$ cat src/rcls_pkg.sv
// Package for the radio control-line sequencer
// Assumes a 200 MHz system clock
package rcls_pkg;
  localparam int unsigned CLK_HZ           = 200_000_000;
  localparam int unsigned TONE_HZ          = 900;
  localparam int unsigned TONE_HALF_CYC    = CLK_HZ / (2 * TONE_HZ);
  localparam int unsigned HANG_SHORT_MS    = 150;
  localparam int unsigned HANG_LONG_MS     = 500;
  localparam int unsigned HANG_SHORT_CYC   = (CLK_HZ / 1000) * HANG_SHORT_MS;
  localparam int unsigned HANG_LONG_CYC    = (CLK_HZ / 1000) * HANG_LONG_MS;
  localparam int unsigned SCK_HALF_CYC     = 4;
  localparam int unsigned FRAME_W          = 24;
  localparam int unsigned PWM_W            = 8;
  localparam logic [1:0]  TGT_LOOP1        = 2'h0;
  localparam logic [1:0]  TGT_LOOP2        = 2'h1;
  localparam logic [1:0]  TGT_LOOP3        = 2'h2;
  localparam logic [1:0]  TGT_SHREG        = 2'h3;
  localparam logic        SQUELCH_RST      = 1'b0;
  localparam logic        BLANKER_RST      = 1'b0;

  typedef enum logic [1:0]
  {
    RCLS_IDLE  = 2'b00,
    RCLS_SHIFT = 2'b01,
    RCLS_LATCH = 2'b10
  } rcls_state_e;
endpackage

$ cat src/rcls_top.sv
// Radio control-line sequencer: synthesizer loading and keying lines
// Assumes 200 MHz clock; seven pins are synchronised here, the other inputs (blanker_key_i among them) are not
`timescale 1ns/1ps
module rcls_top
#(
  parameter int unsigned HANG_SHORT = rcls_pkg::HANG_SHORT_CYC,
  parameter int unsigned HANG_LONG  = rcls_pkg::HANG_LONG_CYC,
  parameter int unsigned TONE_HALF  = rcls_pkg::TONE_HALF_CYC
)
(
  // Clock and reset
  input  wire logic                          ref_clk_i,
  input  wire logic                          sys_rst_i,
  // Serial load request
  input  wire logic                          load_start_i,
  input  wire logic [1:0]                    load_target_i,
  input  wire logic [rcls_pkg::FRAME_W-1:0]  load_data_i,
  output logic                               load_ready_o,
  // Serial link
  output logic                               sck_o,
  output logic                               mosi_o,
  input  wire logic                          miso_i,
  output logic                               miso_data_o,
  output logic                               first_loop_latch_o,
  output logic                               second_loop_latch_o,
  output logic                               third_loop_latch_o,
  output logic                               serial_busy_out_o,
  // Selective calling audio
  input  wire logic                          sel_rx_gain_i,
  input  wire logic                          sel_rx_on_i,
  input  wire logic                          sel_tx_i,
  input  wire logic                          alert_i,
  input  wire logic [rcls_pkg::PWM_W-1:0]    pwm_duty_i,
  input  wire logic                          alarm_i,
  output logic                               low_gain_audio_sel_n_o,
  output logic                               high_gain_audio_sel_n_o,
  output logic                               external_alarm_out_o,
  // Keying
  input  wire logic                          morse_key_in_n_i,
  input  wire logic                          hang_long_i,
  output logic                               transmit_mode_out_o,
  output logic                               tone_pwm_out_o,
  output logic                               sidetone_alert_out_o,
  output logic                               power_limit_o,
  // Monitor, squelch, blanker
  input  wire logic                          monitor_request_i,
  input  wire logic                          panel_monitor_i,
  input  wire logic                          selcall_mute_i,
  input  wire logic                          squelch_key_i,
  input  wire logic                          blanker_key_i,
  input  wire logic                          blanker_busy_mode_i,
  input  wire logic                          blanker_enable_or_busy_in_i,
  output logic                               blanker_enable_o,
  output logic                               blanker_enable_oe_n_o,
  output logic                               display_hold_o,
  output logic                               monitor_lamp_unmute_o,
  output logic                               squelch_ctrl_out_o,
  output logic                               synthesizer_mute_o,
  // Access and talk sense
  input  wire logic                          program_access_in_n_i,
  input  wire logic                          talk_sense_in_n_i,
  output logic                               program_enable_o,
  output logic                               talk_pressed_o,
  // Async serial option
  input  wire logic                          uart_fitted_i,
  input  wire logic                          uart_tx_data_i,
  input  wire logic                          uart_rx_i,
  output logic                               uart_tx_o,
  output logic                               uart_rx_data_o
);
  import rcls_pkg::*;
  if (HANG_SHORT < 1 || HANG_LONG < HANG_SHORT || TONE_HALF < 1)
  begin
    $error("rcls_top parameters out of range");
  end
  ////////////////////////////////////////////////////////////////////////
  // Pin synchronisers, change accepted when stages two and three agree
  localparam int unsigned NPIN = 7;
  logic [NPIN-1:0] pin_raw;
  logic [NPIN-1:0] s1_r;
  logic [NPIN-1:0] s2_r;
  logic [NPIN-1:0] s3_r;
  logic [NPIN-1:0] pin_r;
  assign pin_raw = {miso_i, uart_rx_i, blanker_enable_or_busy_in_i,
                    program_access_in_n_i, talk_sense_in_n_i,
                    morse_key_in_n_i, squelch_key_i};
  always_ff @(posedge ref_clk_i)
  begin
    if (sys_rst_i)
    begin
      s1_r  <= {NPIN{1'b1}};
      s2_r  <= {NPIN{1'b1}};
      s3_r  <= {NPIN{1'b1}};
      pin_r <= {NPIN{1'b1}};
    end
    else
    begin
      s1_r <= pin_raw;
      s2_r <= s1_r;
      s3_r <= s2_r;
      for (int i = 0; i < NPIN; i++)
        if (s2_r[i] == s3_r[i])
          pin_r[i] <= s3_r[i];
    end
  end
  wire logic sq_key   = pin_r[0];
  wire logic key_n    = pin_r[1];
  wire logic talk_n   = pin_r[2];
  wire logic access_n = pin_r[3];
  wire logic busy_pin = pin_r[4];
  ////////////////////////////////////////////////////////////////////////
  // Serial master
  logic [2:0] latch_w;
  rcls_serial
  #(
    .FRAME_W  (FRAME_W),
    .HALF_CYC (SCK_HALF_CYC)
  )
  rcls_serial_inst
  (
    .ref_clk_i (ref_clk_i),
    .sys_rst_i (sys_rst_i),
    .start_i   (load_start_i),
    .target_i  (load_target_i),
    .data_i    (load_data_i),
    .ready_o   (load_ready_o),
    .sck_o     (sck_o),
    .mosi_o    (mosi_o),
    .latch_o   (latch_w),
    .busy_o    (serial_busy_out_o)
  );
  assign first_loop_latch_o  = latch_w[0];
  assign second_loop_latch_o = latch_w[1];
  assign third_loop_latch_o  = latch_w[2];
  ////////////////////////////////////////////////////////////////////////
  // Keying and hang timer
  logic        key_tx_r;
  logic [31:0] hang_r;
  wire logic   key_down = ~key_n;
  always_ff @(posedge ref_clk_i)
  begin
    if (sys_rst_i)
    begin
      key_tx_r <= 1'b0;
      hang_r   <= 32'h0;
    end
    else if (key_down)
    begin
      key_tx_r <= 1'b1;
      hang_r   <= 32'h0;
    end
    else if (key_tx_r)
    begin
      if (hang_r >= (hang_long_i ? 32'(HANG_LONG) : 32'(HANG_SHORT)) - 32'h1)
        key_tx_r <= 1'b0;
      else
        hang_r <= hang_r + 32'h1;
    end
  end

  ////////////////////////////////////////////////////////////////////////
  // Tone generators
  logic [31:0]      sq_cnt_r;
  logic             sq_r;
  logic [PWM_W-1:0] pwm_cnt_r;
  always_ff @(posedge ref_clk_i)
  begin
    if (sys_rst_i || !key_down)
    begin
      sq_cnt_r <= 32'h0;
      sq_r     <= 1'b0;
    end
    else if (sq_cnt_r == 32'(TONE_HALF) - 32'h1)
    begin
      sq_cnt_r <= 32'h0;
      sq_r     <= ~sq_r;
    end
    else
      sq_cnt_r <= sq_cnt_r + 32'h1;
  end

  always_ff @(posedge ref_clk_i)
  begin
    if (sys_rst_i)
      pwm_cnt_r <= '0;
    else
      pwm_cnt_r <= pwm_cnt_r + PWM_W'(1);
  end

  wire logic sel_tone = sel_tx_i | alert_i;
  always_ff @(posedge ref_clk_i)
  begin
    if (sys_rst_i)
    begin
      tone_pwm_out_o       <= 1'b0;
      transmit_mode_out_o  <= 1'b0;
      sidetone_alert_out_o <= 1'b0;
      power_limit_o        <= 1'b0;
      external_alarm_out_o <= 1'b0;
    end
    else
    begin
      // 900 Hz square on key down
      tone_pwm_out_o       <= key_down ? sq_r : (sel_tone && (pwm_cnt_r < pwm_duty_i));
      transmit_mode_out_o  <= key_tx_r | key_down | sel_tone;
      sidetone_alert_out_o <= key_tx_r | key_down | alert_i;
      power_limit_o        <= key_tx_r | key_down;
      external_alarm_out_o <= alarm_i;
    end
  end

  ////////////////////////////////////////////////////////////////////////
  // Audio path selection
  always_ff @(posedge ref_clk_i)
  begin
    if (sys_rst_i)
    begin
      low_gain_audio_sel_n_o  <= 1'b1;
      high_gain_audio_sel_n_o <= 1'b1;
    end
    else
    begin
      low_gain_audio_sel_n_o  <= ~(sel_rx_on_i & ~sel_rx_gain_i);
      high_gain_audio_sel_n_o <= ~(sel_rx_on_i & sel_rx_gain_i);
    end
  end
  ////////////////////////////////////////////////////////////////////////
  // Squelch and blanker toggles
  logic sq_key_d_r;
  logic nb_key_d_r;
  logic squelch_on_r;
  logic blanker_on_r;
  always_ff @(posedge ref_clk_i)
  begin
    if (sys_rst_i)
    begin
      sq_key_d_r   <= 1'b1;
      nb_key_d_r   <= 1'b0;
      squelch_on_r <= SQUELCH_RST;
      blanker_on_r <= BLANKER_RST;
    end
    else
    begin
      sq_key_d_r <= sq_key;
      nb_key_d_r <= blanker_key_i;
      if (sq_key && !sq_key_d_r)
        squelch_on_r <= ~squelch_on_r;
      if (blanker_key_i && !nb_key_d_r)
        blanker_on_r <= ~blanker_on_r;
    end
  end

  ////////////////////////////////////////////////////////////////////////
  // Monitor, mute and blanker line
  always_ff @(posedge ref_clk_i)
  begin
    if (sys_rst_i)
    begin
      squelch_ctrl_out_o    <= 1'b0;
      synthesizer_mute_o    <= 1'b0;
      monitor_lamp_unmute_o <= 1'b1;
      blanker_enable_o      <= 1'b0;
      blanker_enable_oe_n_o <= 1'b0;
      display_hold_o        <= 1'b0;
    end
    else
    begin
      squelch_ctrl_out_o    <= squelch_on_r & ~monitor_request_i;
      synthesizer_mute_o    <= selcall_mute_i & ~monitor_request_i & ~panel_monitor_i;
      monitor_lamp_unmute_o <= ~selcall_mute_i & ~panel_monitor_i;
      blanker_enable_o      <= blanker_on_r;
      blanker_enable_oe_n_o <= blanker_busy_mode_i;
      display_hold_o        <= blanker_busy_mode_i & busy_pin;
    end
  end
  ////////////////////////////////////////////////////////////////////////
  // Access, talk sense, async serial
  always_ff @(posedge ref_clk_i)
  begin
    if (sys_rst_i)
    begin
      program_enable_o <= 1'b0;
      talk_pressed_o   <= 1'b0;
      uart_tx_o        <= 1'b1;
      uart_rx_data_o   <= 1'b1;
      miso_data_o      <= 1'b0;
    end
    else
    begin
      program_enable_o <= ~access_n;
      talk_pressed_o   <= ~talk_n;
      uart_tx_o        <= uart_fitted_i ? uart_tx_data_i : 1'b1;
      uart_rx_data_o   <= uart_fitted_i ? pin_r[5] : 1'b1;
      miso_data_o      <= pin_r[6];
    end
  end
  ////////////////////////////////////////////////////////////////////////
  // Checks
  key_transmit_a: assert property (@(posedge ref_clk_i) disable iff (sys_rst_i)
    $past(key_down) |-> (transmit_mode_out_o && sidetone_alert_out_o))
    else $error("key down without transmit");
  key_hold_a: assert property (@(posedge ref_clk_i) disable iff (sys_rst_i)
    $fell(key_down) |-> ##1 transmit_mode_out_o[*2])
    else $error("transmit dropped at key up");
  hang_bound_a: assert property (@(posedge ref_clk_i) disable iff (sys_rst_i)
    hang_r <= 32'(HANG_LONG))
    else $error("hang count overran");
  access_level_a: assert property (@(posedge ref_clk_i) disable iff (sys_rst_i)
    ##1 (program_enable_o == !$past(access_n)))
    else $error("programming enable wrong");
  talk_level_a: assert property (@(posedge ref_clk_i) disable iff (sys_rst_i)
    ##1 (talk_pressed_o == !$past(talk_n)))
    else $error("talk sense wrong");
  gain_excl_a: assert property (@(posedge ref_clk_i) disable iff (sys_rst_i)
    !(~low_gain_audio_sel_n_o && ~high_gain_audio_sel_n_o))
    else $error("both gain channels selected");
  squelch_tog_a: assert property (@(posedge ref_clk_i) disable iff (sys_rst_i)
    (sq_key && !sq_key_d_r) |=> (squelch_on_r != $past(squelch_on_r)))
    else $error("squelch did not toggle");
  mon_open_a: assert property (@(posedge ref_clk_i) disable iff (sys_rst_i)
    monitor_request_i |=> (!squelch_ctrl_out_o && !synthesizer_mute_o))
    else $error("monitor did not open audio");
endmodule

$ cat src/rcls_serial.sv
// Serial master: shifts a frame out MSB first, then pulses one latch (no latch for TGT_SHREG)
// Assumes start only when ready_o is high
`timescale 1ns/1ps
module rcls_serial
#(
  parameter int unsigned FRAME_W  = 24,
  parameter int unsigned HALF_CYC = 4
)
(
  // Clock and reset
  input  wire logic                 ref_clk_i,
  input  wire logic                 sys_rst_i,
  // Request
  input  wire logic                 start_i,
  input  wire logic [1:0]           target_i,
  input  wire logic [FRAME_W-1:0]   data_i,
  output logic                      ready_o,
  // Link
  output logic                      sck_o,
  output logic                      mosi_o,
  output logic [2:0]                latch_o,
  output logic                      busy_o
);
  import rcls_pkg::*;

  if (FRAME_W < 1 || FRAME_W > 255 || HALF_CYC < 1 || HALF_CYC > 255)
  begin
    $error("rcls_serial parameters out of range");
  end

  rcls_state_e      state_r;
  logic [FRAME_W-1:0] shift_r;
  logic [7:0]       bits_r;
  logic [7:0]       div_r;
  logic [1:0]       tgt_r;

  assign ready_o = (state_r == RCLS_IDLE);

  ////////////////////////////////////////////////////////////////////////
  // Shift and latch sequence
  always_ff @(posedge ref_clk_i)
  begin
    if (sys_rst_i)
    begin
      state_r <= RCLS_IDLE;
      shift_r <= '0;
      bits_r  <= 8'h00;
      div_r   <= 8'h00;
      tgt_r   <= 2'h0;
      sck_o   <= 1'b0;
      mosi_o  <= 1'b0;
      latch_o <= 3'h0;
      busy_o  <= 1'b0;
    end
    else
    begin
      latch_o <= 3'h0;
      unique case (state_r)
        RCLS_IDLE:
        begin
          sck_o <= 1'b0;
          if (start_i)
          begin
            state_r <= RCLS_SHIFT;
            shift_r <= data_i << 1;
            mosi_o  <= data_i[FRAME_W-1];
            bits_r  <= 8'(FRAME_W);
            div_r   <= 8'(HALF_CYC - 1);
            tgt_r   <= target_i;
            busy_o  <= 1'b1;
          end
        end
        RCLS_SHIFT:
        begin
          if (div_r != 8'h00)
            div_r <= div_r - 8'h01;
          else
          begin
            div_r <= 8'(HALF_CYC - 1);
            sck_o <= ~sck_o;
            if (sck_o)
            begin
              if (bits_r == 8'h01)
                state_r <= RCLS_LATCH;
              else
              begin
                mosi_o  <= shift_r[FRAME_W-1];
                shift_r <= shift_r << 1;
              end
              bits_r <= bits_r - 8'h01;
            end
          end
        end
        RCLS_LATCH:
        begin
          if (tgt_r != TGT_SHREG)
            latch_o[tgt_r] <= 1'b1;
          busy_o  <= 1'b0;
          state_r <= RCLS_IDLE;
        end
        default:
          state_r <= RCLS_IDLE;
      endcase
    end
  end

  latch_quiet_a: assert property (@(posedge ref_clk_i) disable iff (sys_rst_i)
    (latch_o != 3'h0) |-> ($past(state_r) == RCLS_LATCH && $onehot(latch_o)))
    else $error("latch strobe outside latch step");
  busy_span_a: assert property (@(posedge ref_clk_i) disable iff (sys_rst_i)
    (state_r == RCLS_SHIFT) |-> busy_o)
    else $error("busy low during shift");
endmodule

$ cat config.mk
export PLATFORM = sky130hd
export DESIGN_NAME = rcls_top
export DESIGN_NICKNAME = d
export VERILOG_FILES = /design/src/rcls_pkg.sv /design/src/rcls_top.sv /design/src/rcls_serial.sv
export SDC_FILE = /design/constraint.sdc
export NUM_CORES = 1
export LEC_CHECK = 0
export BUFFER_PORTS_ARGS = -buffer_cell sky130_fd_sc_hd__buf_4
export CORE_UTILIZATION = 30
export DETAILED_ROUTE_END_ITERATION = 10
export GPL_ROUTABILITY_DRIVEN = 0
export HOLD_SLACK_MARGIN = 0.05
export PLACE_DENSITY = 0.52
export SLEW_MARGIN = 5
export SYNTH_ARGS = -nofsm -noshare
export SYNTH_HDL_FRONTEND = slang
export SYNTH_HIERARCHICAL = 1
export SYNTH_SLANG_ARGS = --single-unit
$ cat constraint.sdc
create_clock -name ref_clk_i -period 3.1 [get_ports ref_clk_i]
set_clock_uncertainty 0.15 [all_clocks]
set_input_delay 0.465 -clock ref_clk_i [delete_from_list [all_inputs] [get_ports ref_clk_i]]
set_output_delay 0.465 -clock ref_clk_i [all_outputs]
set_load 0.01 [all_outputs]
==> qor.yml, run 1 <==
pwr:
  power_frac_comb: 0.102
  pwr_density_cell_nw_per_um2: 562
  p_switching_mw: 1.29
  swShare: 0.250
  p_clk_frac: 0.435
  power.leakage_nw: 3.45
  intPower_mw: 3.87
  vdd_drop_max_uv: 380
  pwr-share-seq: 0.463
routing:
  drt_iter0_markers: 263
  drc: 0
  vias: 6020
  totalWireLength_um: 16400
  vias_per_cell: 4.83
  drt_first_pass_iters: 4
  post_drt_wl_per_cell_um: 13.2
  postRouteAntennaNets: 0
outcome:
  status: "complete, no violations"
global_route:
  grt.overflow.total: 0
  gr-usage-all-layers: 0.130
  grt_max_degree: 33
  antenna_found_initial: 0
  grt_pass1_wl_um: 27700
  grt_pass1_vias: 5594
floorplan:
  fp-row-count: 57
  die_w_um: 161
  die_h_um: 161
  die_area_um2: 26000
  start_util: 0.310
  coreArea_um2: 24600
  ios: 82
sta:
  slew_headroom: 0.534
  fin_crit_ns: 2.49
  setup_violations: 0
  slew_violations: 0
  clock.fmax_ghz: 0.401
  post-route-period-util: 0.804
  final_hold_viol_count: 0
  rsz0062_at_grt: "no"
  finalSetupTns_ns: 0
  tightestPinTransition_ns: 0.681
run:
  cap_viol_max_count: 0
layout:
  multi_input_area_um2: 3870
  fillers: 2491
  fin_nets: 991
  register_area_um2: 3460
  area_growth_pct: 20.5
  drive_above_1_share: 0.203
  diodes: 0
  final_util: 0.373
synthesis:
  ys_seq_elements: 173
  syn_nets: 917
  netlist_area_um2: 7620
  async_reset_ff_frac: 0
  synth_area_per_cell_um2: 9.11
  synth_edf_count: 0
  ys_types: 64
  yosysWarnings: 6
  synth_seq_area_share: 0.455
  synthCells: 836
  ys.flop_type: "dfxtp_1"
clocking:
  numClockSinks: 173
  htreeDepth: 4
  cts_tree: "done"
  ctsResizeCount: 0
  postCtsSetupBuffers: 0
  cts_buffers: 17
  clk_pin_slew_worst_paths_ns: 0.07
  clock_path_buffers: 2
  insertion_delay_ns: 0.43
  clockRootBuffer: "clkbuf_16"
placed_design:
  port_buffers: 81
  dp_hpwl_um: 11100
setup_path:
  end_kind: "register"
  arrival_ns: 2.71
  path_cells: "ha_1 > a211oi_1 > a211o_1 > o31a_2 > o211ai_2 > or4_1 > nand2_1"
  worstSetupPathType: "reg -> reg"
  critical_path_peak_fanout: 16
  cp_slowest_stage_delay_ns: 0.57
  setup.worst_path.start_class: "register"
  rrSetupSlack_ns: 0.61
  crit_slowest_cell: "or4_1"
  crit_required_ns: 3.32
hold_path:
  hold_path.class: "in -> reg"
==> repair_timing <==
action	CTS	global route
hold endpoints to repair	2	0
hold buffers	2	0
setup endpoints to repair	0	0
==> logic make-up after synthesis <==
family          Yosys count  synth area share
xor+xnor                 51            0.0586
flops                   173             0.455
compound gates          153             0.147
simple gates            366             0.257
mux                       3           0.00394
fa+ha+maj                24            0.0394
buf+inv                  66            0.0386
==> metal layers <==
layer | global-route usage | part of all wire | vias up
met3 | 0.0290 | 0.036 | 13
li1 | - | - | 3102
met4 | 0.0386 | 0.010 | 0
met2 | 0.199 | 0.44 | 96
met1 | 0.182 | 0.51 | 2809
met5 | 0 | 0 | -
==> cells in the mapped netlist, drive strengths merged (16+ instances only) <==
| cell | number | area [um2] |
|---|---|---|
| a311oi | 23 | 320 |
| ha | 24 | 300 |
| inv | 23 | 86.3 |
| nor2 | 79 | 297 |
| xnor2 | 16 | 140 |
| o21ai | 25 | 125 |
| nand3 | 28 | 145 |
| or3 | 16 | 100 |
| nand2 | 85 | 319 |
| nand4 | 28 | 175 |
| dfxtp | 173 | 3460 |
| a21oi | 65 | 337 |
| clkbuf | 30 | 114 |
| or2 | 22 | 138 |
| xor2 | 35 | 307 |
==> flip-flops by register name, indices dropped and copies added, names as in the netlist, 2 cells and up <==
| register | flops |
|---|---|
| hang_r | 32 |
| sq_cnt_r | 32 |
| rcls_serial_inst/shift_r | 23 |
| pwm_cnt_r | 8 |
| rcls_serial_inst/bits_r | 8 |
| rcls_serial_inst/div_r | 8 |
| pin_r | 7 |
| s1_r | 7 |
| s2_r | 7 |
| s3_r | 7 |
| rcls_serial_inst/latch_o | 3 |
| rcls_serial_inst/state_r | 2 |
| rcls_serial_inst/tgt_r | 2 |
==> power by group through the flow <==
stage | Combinational [mW] | Sequential [mW] | Clock (mW)
after floorplan | 0.361 | 2.43 | 0
after global placement | 0.528 | 2.44 | 0
after detailed placement | 0.529 | 2.44 | 0
after CTS | 0.533 | 2.39 | 2.31
after global routing | 0.589 | 2.40 | 2.41
final | 0.528 | 2.39 | 2.25
==> per-stage QoR <==
stage / power, mW / cell area (um2) / setup slack [ns] / hold slack (ns) / std cells
after floorplan: 2.79 / 7620 / 0.759 / 0.239 / 836
after global placement: 2.97 / 8540 / 0.347 / 0.242 / 1213
after detailed placement: 2.97 / 8540 / 0.327 / 0.243 / 1213
after CTS: 5.23 / 9180 / 0.616 / 0.0537 / 1246
after global routing: 5.40 / 9180 / 0.438 / 0.0566 / 1246
final: 5.16 / 9180 / 0.608 / 0.0680 / 1246
==> worst paths after layout <==
| path | start | to | depth (start not counted) |
|---|---|---|---|
| hold / removal | talk_sense_in_n_i | s1_r[2] | 2 |
| setup reg to reg | hang_r[9] | hang_r[12] | 7 |
| setup / recovery | hang_r[9] | hang_r[12] | 7 |
| hold reg to reg | s1_r[3] | s2_r[3] | 1 |
==> cell type report <==
type | count | share of cell area
sequential | 173 | 0.377
inverter | 23 | 0.00940
clock buffer | 19 | 0.0482
clock inverter | 12 | 0.0191
tap | 324 | 0.0442
multi-input combinational | 597 | 0.421
timing repair buffer | 98 | 0.0807
==> worst max-delay path, delay by kind of cell, from the launching register on <==
kind	cells	cell delay (ns)
and+or+nand+nor	2	0.65
AOI/OAI and AO/OA	4	0.90
adders and majority gates	1	0.29
DFF	1	0.45
==> placed cells by master (no fill, tap or decap), drive strengths merged, types with 5 or more instances in the layout <==
cell type,Yosys,layout
inv,23,29
nor2b,13,13
xnor2,16,16
nand2,85,85
nand3,28,28
o21bai,9,9
and3,14,14
o21ai,25,25
nor4,11,11
or3,16,16
buf,13,96
nor2,79,79
nand4,28,28
ha,24,24
or2,22,22
xor2,35,35
nor4b,6,6
clkbuf,30,19
a311oi,23,23
or4,5,5
dfxtp,173,173
nor3,14,14
nand2b,13,13
and4,7,7
o211ai,8,8
a211oi,6,6
and2,11,11
a21oi,65,65
Note: power is estimated with default switching activity, not from simulation.
==> run 2: changes to the inputs <==
--- a/config.mk
+++ b/config.mk
@@ -5,6 +5,7 @@
 export SDC_FILE = /design/constraint.sdc
 export NUM_CORES = 1
 export LEC_CHECK = 0
+export ABC_AREA = 1
 export BUFFER_PORTS_ARGS = -buffer_cell sky130_fd_sc_hd__buf_4
 export CORE_UTILIZATION = 30
 export DETAILED_ROUTE_END_ITERATION = 10
==> constraint.sdc (replaced) <==
create_clock -name ref_clk_i -period 2.5 [get_ports ref_clk_i]
set_clock_uncertainty 0.15 [all_clocks]
set_input_delay 0.375 -clock ref_clk_i [delete_from_list [all_inputs] [get_ports ref_clk_i]]
set_output_delay 0.375 -clock ref_clk_i [all_outputs]
set_load 0.01 [all_outputs]
==> qor.yml, run 2 <==
outcome:
  status: "complete, no violations"  # unchanged
routing:
  drc: 0  # unchanged
  totalWireLength_um: 20400  # was 16400 um
  drt_first_pass_iters: 5  # was 4
  vias_per_cell: 4.50  # was 4.83
  postRouteAntennaNets: 0  # unchanged
  drt_iter0_markers: 401  # was 263
  vias: 7847  # was 6020
  post_drt_wl_per_cell_um: 11.7  # was 13.2 um
clocking:
  clock_path_buffers: 2  # unchanged
  clk_pin_slew_worst_paths_ns: 0.07  # about the same
  numClockSinks: 173  # unchanged
  cts_tree: "done"  # unchanged
  htreeDepth: 4  # unchanged
  cts_buffers: 17  # unchanged
  insertion_delay_ns: 0.44  # was 0.43 ns
  clockRootBuffer: "clkbuf_16"  # unchanged
synthesis:
  ys_seq_elements: 173  # unchanged
  yosys.area.top_type: "dfxtp_1"  # unchanged
  synth_top_cells_by_count: "nand2_1, nor2_1, dfxtp_1"  # was dfxtp_1, nand2_1, nor2_1
  synth_top_area_share: 0.391  # was 0.455
  yosysWarnings: 6  # unchanged
  async_reset_ff_frac: 0  # unchanged
  synthCells: 1246  # was 836
  ys.flop_type: "dfxtp_1"  # unchanged
  syn_nets: 1327  # was 917
  synth_edf_count: 0  # unchanged
  synth_area_per_cell_um2: 7.12  # was 9.11 um2
  ys_types: 43  # was 64
  synth_seq_area_share: 0.391  # was 0.455
  yosys-top-cells-area: "dfxtp_1, nand2_1, nor2_1, inv_1, nand3_1"  # was dfxtp_1, a21oi_1, nand2_1, xor2_1, ha_1
  synth_most_common_cell: "nand2_1"  # was dfxtp_1
  netlist_area_um2: 8870  # was 7620 um2
setup_path:
  crit_required_ns: 2.73  # was 3.32 ns
  worstSetupPathType: "reg -> reg"  # unchanged
  reg2reg_from: "hang_r[21]"  # was hang_r[9]
  cp_slowest_stage_delay_ns: 0.40  # was 0.57 ns
  r2r_end: "hang_r[4]"  # was hang_r[12]
  path_cells: "ha_1 > nand2_1 > inv_1 > o21ai_1 > nand2_1 > a21oi_4 > buf_4 > nand3_1 > nand2_1 > nand2_1 > nor2_1"  # was ha_1 > a211oi_1 > a211o_1 > o31a_2 > o211ai_2 > or4_1 > nand2_1
  crit_top_cell: "nand2_1"
  rrSetupSlack_ns: 0.49  # was 0.61 ns
  setup.worst_path.start_class: "register"  # unchanged
  end_kind: "register"  # unchanged
  critical_path_peak_fanout: 27  # was 16
  arrival_ns: 2.24  # was 2.71 ns
  reg2reg_depth: 11  # was 7
  crit_slowest_cell: "dfxtp_1"  # was or4_1
placed_design:
  dp_hpwl_um: 14300  # was 11100 um
  dp_slack_ns: 0.155  # was 0.327 ns
  port_buffers: 81  # unchanged
  placed_cells: 1687  # was 1213
global_route:
  antenna_found_initial: 1  # was 0
  gr-usage-all-layers: 0.140  # was 0.130
  grt_pass1_wl_um: 34900  # was 27700 um
  grt.overflow.total: 0  # unchanged
  grt_pass1_vias: 7270  # was 5594
  grt_max_degree: 49  # was 33
floorplan:
  start_util: 0.307  # was 0.310
  die_w_um: 174  # was 161 um
  die_h_um: 174  # was 161 um
  coreArea_um2: 28900  # was 24600 um2
  die_area_um2: 30300  # was 26000 um2
  ios: 82  # unchanged
  fp-row-count: 62  # was 57
layout:
  mostFrequentLayoutCells: "nand2_1, nor2_1, dfxtp_1"  # was dfxtp_1, buf_4, nand2_1
  drive_above_1_share: 0.171  # was 0.203
  final_cells: 1742  # was 1246
  final_util: 0.371  # was 0.373
  fin_nets: 1425  # was 991
  reg_top3: "hang_r: 32 flops, sq_cnt_r: 32 flops, rcls_serial_inst/shift_r: 23 flops"  # unchanged
  final_common_cell: "nand2_1"  # was dfxtp_1
  area_growth_pct: 20.9  # was 20.5%
sta:
  clock.fmax_ghz: 0.496  # was 0.401 GHz
  setup_violations: 0  # unchanged
  finalSetupTns_ns: 0  # unchanged
  tightestPinTransition_ns: 0.576  # was 0.681 ns
  final_hold_viol_count: 0  # unchanged
  rsz0062_at_grt: "no"  # unchanged
  post-route-period-util: 0.806  # was 0.804
  slew_violations: 0  # unchanged
  setup_slack_ns: 0.485  # was 0.608 ns
  slew_headroom: 0.616  # was 0.534
  holdWs_ns: 0.0716  # was 0.0680 ns
  fin_crit_ns: 2.01  # was 2.49 ns
run:
  cap_viol_max_count: 0  # unchanged
hold_path:
  hold_path.class: "in -> reg"  # unchanged
  hold_path_end: "rcls_serial_inst/tgt_r[1]"  # was s1_r[2]
  min_from: "load_target_i[1]"  # was talk_sense_in_n_i
  holdPathStages: 3  # was 2
pwr:
  pwr_density_cell_nw_per_um2: 712  # was 562 nW/um2
  vdd_drop_max_uv: 575  # was 380 uV
  power.leakage_nw: 4.50  # was 3.45 nW
-- run 2: cell types whose count changed after synthesis, moves of 13 or more --
cell	change
clkbuf_1	-19
nand2b_1	-13
or3_1	-16
a311oi_2	-19
xor2_1	-23
and3_1	-14
nand2_1	+228
nor2b_1	-13
nand3_1	+37
nand3b_1	+24
nor2_1	+112
inv_1	+111
-- run 2: worst max-delay path by stage --
stage                start    endpoint  slack, ns  cells past startpoint
2_1_floorplan  hang_long_i  hang_r[22]       0.54                     11
4_1_cts         hang_r[18]   hang_r[4]       0.47                     11
6_report        hang_r[21]   hang_r[4]       0.49                     11
3_5_place_dp   hang_long_i   hang_r[4]       0.16                     13
5_1_grt         hang_r[21]   hang_r[4]       0.26                     11
3_3_place_gp   hang_long_i  hang_r[12]       0.17                     13
-- run 2: per-stage QoR --
stage	power, mW	area (um2)
floorplan	4.43	8870
detailed placement	4.76	9850
global route	8.12	10700
global placement	4.75	9850
CTS	7.75	10700
finish	7.63	10700
-- run 2: kinds of logic after synthesis --
logic type                 synth area share
buffers and inverters                0.0965
xor gates and xnor gates             0.0168
DFF                                   0.391
AOI/OAI and AO/OA                    0.0686
and+or+nand+nor                       0.392
adders and majority gates            0.0361
-- run 2: repair_timing --
action                    CTS  global route
resized for setup           0             0
setup buffers               0             0
hold buffers               22             0
hold endpoints to repair   20             0
-- run 2: critical path, delay by kind of cell, from the launching register on --
kind	cells	cell delay (ns)
compound gates	2	0.27
fa+ha+maj	1	0.27
simple gates	6	0.53
buf+inv	2	0.34
flops	1	0.40
-- run 2: power breakdown --
part	switching [mW]	total, mW	internal [mW]
combinational	0.924	1.58	0.656
sequential	0.148	3.13	2.98
clock	1.29	2.93	1.64
-- run 2: final cells by class --
cell class                 instances  area (um2)
fill                            3079       18100
multi-input combinational        886        4550
sequential                       173        3460
timing repair buffer             122        1030
inverter                         144         543
tap                              384         480
clock buffer                      17         425
clock inverter                    15         220
antenna                            1        2.50
-- run 2: per-layer routing --
| metal | vias to the layer above | global-route usage | wire [um] |
|---|---|---|---|
| li1 | 4156 | - | - |
| met1 | 3566 | 0.183 | 9870 |
| met2 | 103 | 0.231 | 9570 |
| met3 | 22 | 0.0337 | 722 |
| met4 | 0 | 0.0365 | 237 |
| met5 | - | 0 | 0 |
==> run 3: changes to the inputs <==
--- a/config.mk
+++ b/config.mk
@@ -11,7 +11,7 @@
 export DETAILED_ROUTE_END_ITERATION = 10
 export GPL_ROUTABILITY_DRIVEN = 0
 export HOLD_SLACK_MARGIN = 0.05
-export PLACE_DENSITY = 0.52
+export PLACE_DENSITY = 0.54
 export SLEW_MARGIN = 5
 export SYNTH_ARGS = -nofsm -noshare
 export SYNTH_HDL_FRONTEND = slang
==> constraint.sdc (replaced) <==
create_clock -name ref_clk_i -period 1.6 [get_ports ref_clk_i]
set_clock_uncertainty 0.15 [all_clocks]
set_input_delay 0.24 -clock ref_clk_i [delete_from_list [all_inputs] [get_ports ref_clk_i]]
set_output_delay 0.24 -clock ref_clk_i [all_outputs]
set_load 0.01 [all_outputs]
==> qor.yml, run 3 (same netlist as run 2, synthesis figures left out) <==
routing:
  drt_first_pass_iters: 5  # unchanged
  drc: 0  # unchanged
  drt_iter0_markers: 396  # was 401
  vias: 8647  # was 7847
  postRouteAntennaNets: 0  # unchanged
  totalWireLength_um: 24300  # was 20400 um
  post_drt_wl_per_cell_um: 12.7  # was 11.7 um
  vias_per_cell: 4.53  # was 4.50
global_route:
  grt.overflow.total: 0  # unchanged
  gr-usage-all-layers: 0.161  # was 0.140
  grt_pass1_vias: 8404  # was 7270
  grt_pass1_wl_um: 40100  # was 34900 um
  antenna_found_initial: 0  # was 1
  grt_max_degree: 47  # was 49
outcome:
  violations: "negative setup slack"
  status: "finished with violations"  # was complete, no violations
setup_path:
  crit_required_ns: 1.78  # was 2.73 ns
  setup.worst_path.start_class: "register"  # unchanged
  crit_top_cell: "nand2_2"  # was nand2_1
  arrival_ns: 2.07  # was 2.24 ns
  path_cells: "ha_4 > nand2_2 > nor2_2 > nand4_1 > nor2_4 > nand2_8 > buf_12 > nand3_4 > nand2_2 > nand2_1 > nor2_1"  # was ha_1 > nand2_1 > inv_1 > o21ai_1 > nand2_1 > a21oi_4 > buf_4 > nand3_1 > nand2_1 > nand2_1 > nor2_1
  reg2reg_depth: 11  # unchanged
  worstSetupPathType: "reg -> reg"  # unchanged
  reg2reg_from: "hang_r[21]"  # unchanged
  critical_path_peak_fanout: 7  # was 27
  cp_slowest_stage_delay_ns: 0.34  # was 0.40 ns
  crit_slowest_cell: "dfxtp_2"  # was dfxtp_1
  rrSetupSlack_ns: -0.28  # was 0.49 ns
  end_kind: "register"  # unchanged
  r2r_end: "hang_r[0]"  # was hang_r[4]
floorplan:
  fp-row-count: 62  # unchanged
  start_util: 0.307  # unchanged
  die_h_um: 174  # unchanged
  ios: 82  # unchanged
  coreArea_um2: 28900  # unchanged
  die_w_um: 174  # unchanged
  die_area_um2: 30300  # unchanged
layout:
  final_common_cell: "nand2_1"  # unchanged
  register_area_um2: 3510  # was 3460 um2
  area_growth_pct: 48.6  # was 20.9%
  mostFrequentLayoutCells: "nand2_1, buf_4, nor2_1"  # was nand2_1, nor2_1, dfxtp_1
  reg_top3: "hang_r: 32 flops, sq_cnt_r: 32 flops, rcls_serial_inst/shift_r: 23 flops"  # unchanged
  final_util: 0.457  # was 0.371
  diodes: 0  # was 1
  fillers: 2813  # was 3079
  fin_nets: 1593  # was 1425
  multi_input_area_um2: 5240  # was 4550 um2
  stdcell_area_um2: 13200  # was 10700 um2
  drive_above_1_share: 0.347  # was 0.171
clocking:
  cts_buffers: 17  # unchanged
  numClockSinks: 173  # unchanged
  clock_path_buffers: 2  # unchanged
  htreeDepth: 4  # unchanged
  clk_pin_slew_worst_paths_ns: 0.08  # was 0.07 ns
  cts_tree: "done"  # unchanged
  clockRootBuffer: "clkbuf_16"  # unchanged
  insertion_delay_ns: 0.45  # was 0.44 ns
hold_path:
  hold_path_end: "rcls_serial_inst/shift_r[23]"  # was rcls_serial_inst/tgt_r[1]
  hold_path.class: "in -> reg"  # unchanged
  holdPathStages: 6  # was 3
  min_from: "load_data_i[22]"  # was load_target_i[1]
pwr:
  vdd_drop_max_uv: 658  # was 575 uV
  power.leakage_nw: 5.57  # was 4.50 nW
  pwr_density_cell_nw_per_um2: 996  # was 712 nW/um2
sta:
  post-route-period-util: 1.18  # was 0.806
  fin_crit_ns: 1.88  # was 2.01 ns
  setup_slack_ns: -0.283  # was 0.485 ns
  setup_violations: 86  # was 0
  final_hold_viol_count: 0  # unchanged
  holdWs_ns: 0.0616  # was 0.0716 ns
  slew_headroom: 0.702  # was 0.616
  tightestPinTransition_ns: 0.446  # was 0.576 ns
  slew_violations: 0  # unchanged
  finalSetupTns_ns: -12.61  # was 0 ns
  rsz0062_at_grt: "yes"  # was no
  clock.fmax_ghz: 0.531  # was 0.496 GHz
placed_design:
  port_buffers: 81  # unchanged
  place_area_um2: 10800  # was 9850 um2
  dp_hpwl_um: 15200  # was 14300 um
  dp_slack_ns: -0.492  # was 0.155 ns
run:
  cap_viol_max_count: 0  # unchanged
[run 3: changes by cell type in the layout (fill, tap and decap cells not counted), moves of 19 or more]
cell / delta
buf_4: +113
a21oi_2: +23
nor2_1: -26
a21oi_1: -25
dfxtp_1: -24
nand3_1: -19
[run 3: how the worst max path moves through the flow]
stage | from | end
finish | hang_r[21] | hang_r[0]
global route | hang_r[20] | hang_r[0]
CTS | hang_r[21] | hang_r[12]
detailed placement | hang_long_i | hang_r[2]
global placement | hang_long_i | hang_r[1]
floorplan | hang_long_i | hang_r[22]
[run 3: worst max-delay path, delay by kind of cell (launching register included)]
kind          cells  cell delay (ns)
simple gates      9             0.84
flops             1             0.34
fa+ha+maj         1             0.27
buf+inv           1             0.16
[run 3: timing repair]
| item | in CTS | in global routing |
|---|---|---|
| hold buffers | 39 | 0 |
| gates cloned | 12 | 8 |
| hold endpoints to repair | 40 | 0 |
| gates resized for setup | 104 | 111 |
| pin swaps | 27 | 62 |
| setup endpoints to repair | 94 | 96 |
| setup buffers | 25 | 7 |
[run 3: power by group]
part | switching (mW) | internal (mW) | total (mW)
combinational | 1.92 | 1.91 | 3.83
clock | 2.23 | 2.17 | 4.40
sequential | 0.241 | 4.65 | 4.89
[run 3: final cells by class]
| class | instances | share of cell area |
|---|---|---|
| timing repair buffer | 290 | 0.209 |
| tap | 384 | 0.0365 |
| multi-input combinational | 886 | 0.398 |
| clock inverter | 15 | 0.0160 |
| inverter | 144 | 0.0416 |
| clock buffer | 17 | 0.0323 |
| sequential | 173 | 0.266 |
[run 3: layer usage]
metal | vias up | part of all wire | wire, um | global-route usage
li1 | 4492 | - | - | -
met1 | 4004 | 0.47 | 11500 | 0.199
met2 | 120 | 0.48 | 11700 | 0.285
met3 | 31 | 0.030 | 732 | 0.0304
met4 | 0 | 0.015 | 374 | 0.0439
met5 | - | 0 | 0 | 0
[run 3: metrics by stage]
| stage | cells | total power, mW |
|---|---|---|
| floorplan | 1246 | 6.92 |
| global placement | 1800 | 7.62 |
| detailed placement | 1800 | 7.68 |
| CTS | 1905 | 13.0 |
| global route | 1909 | 13.8 |
| finish | 1909 | 13.1 |
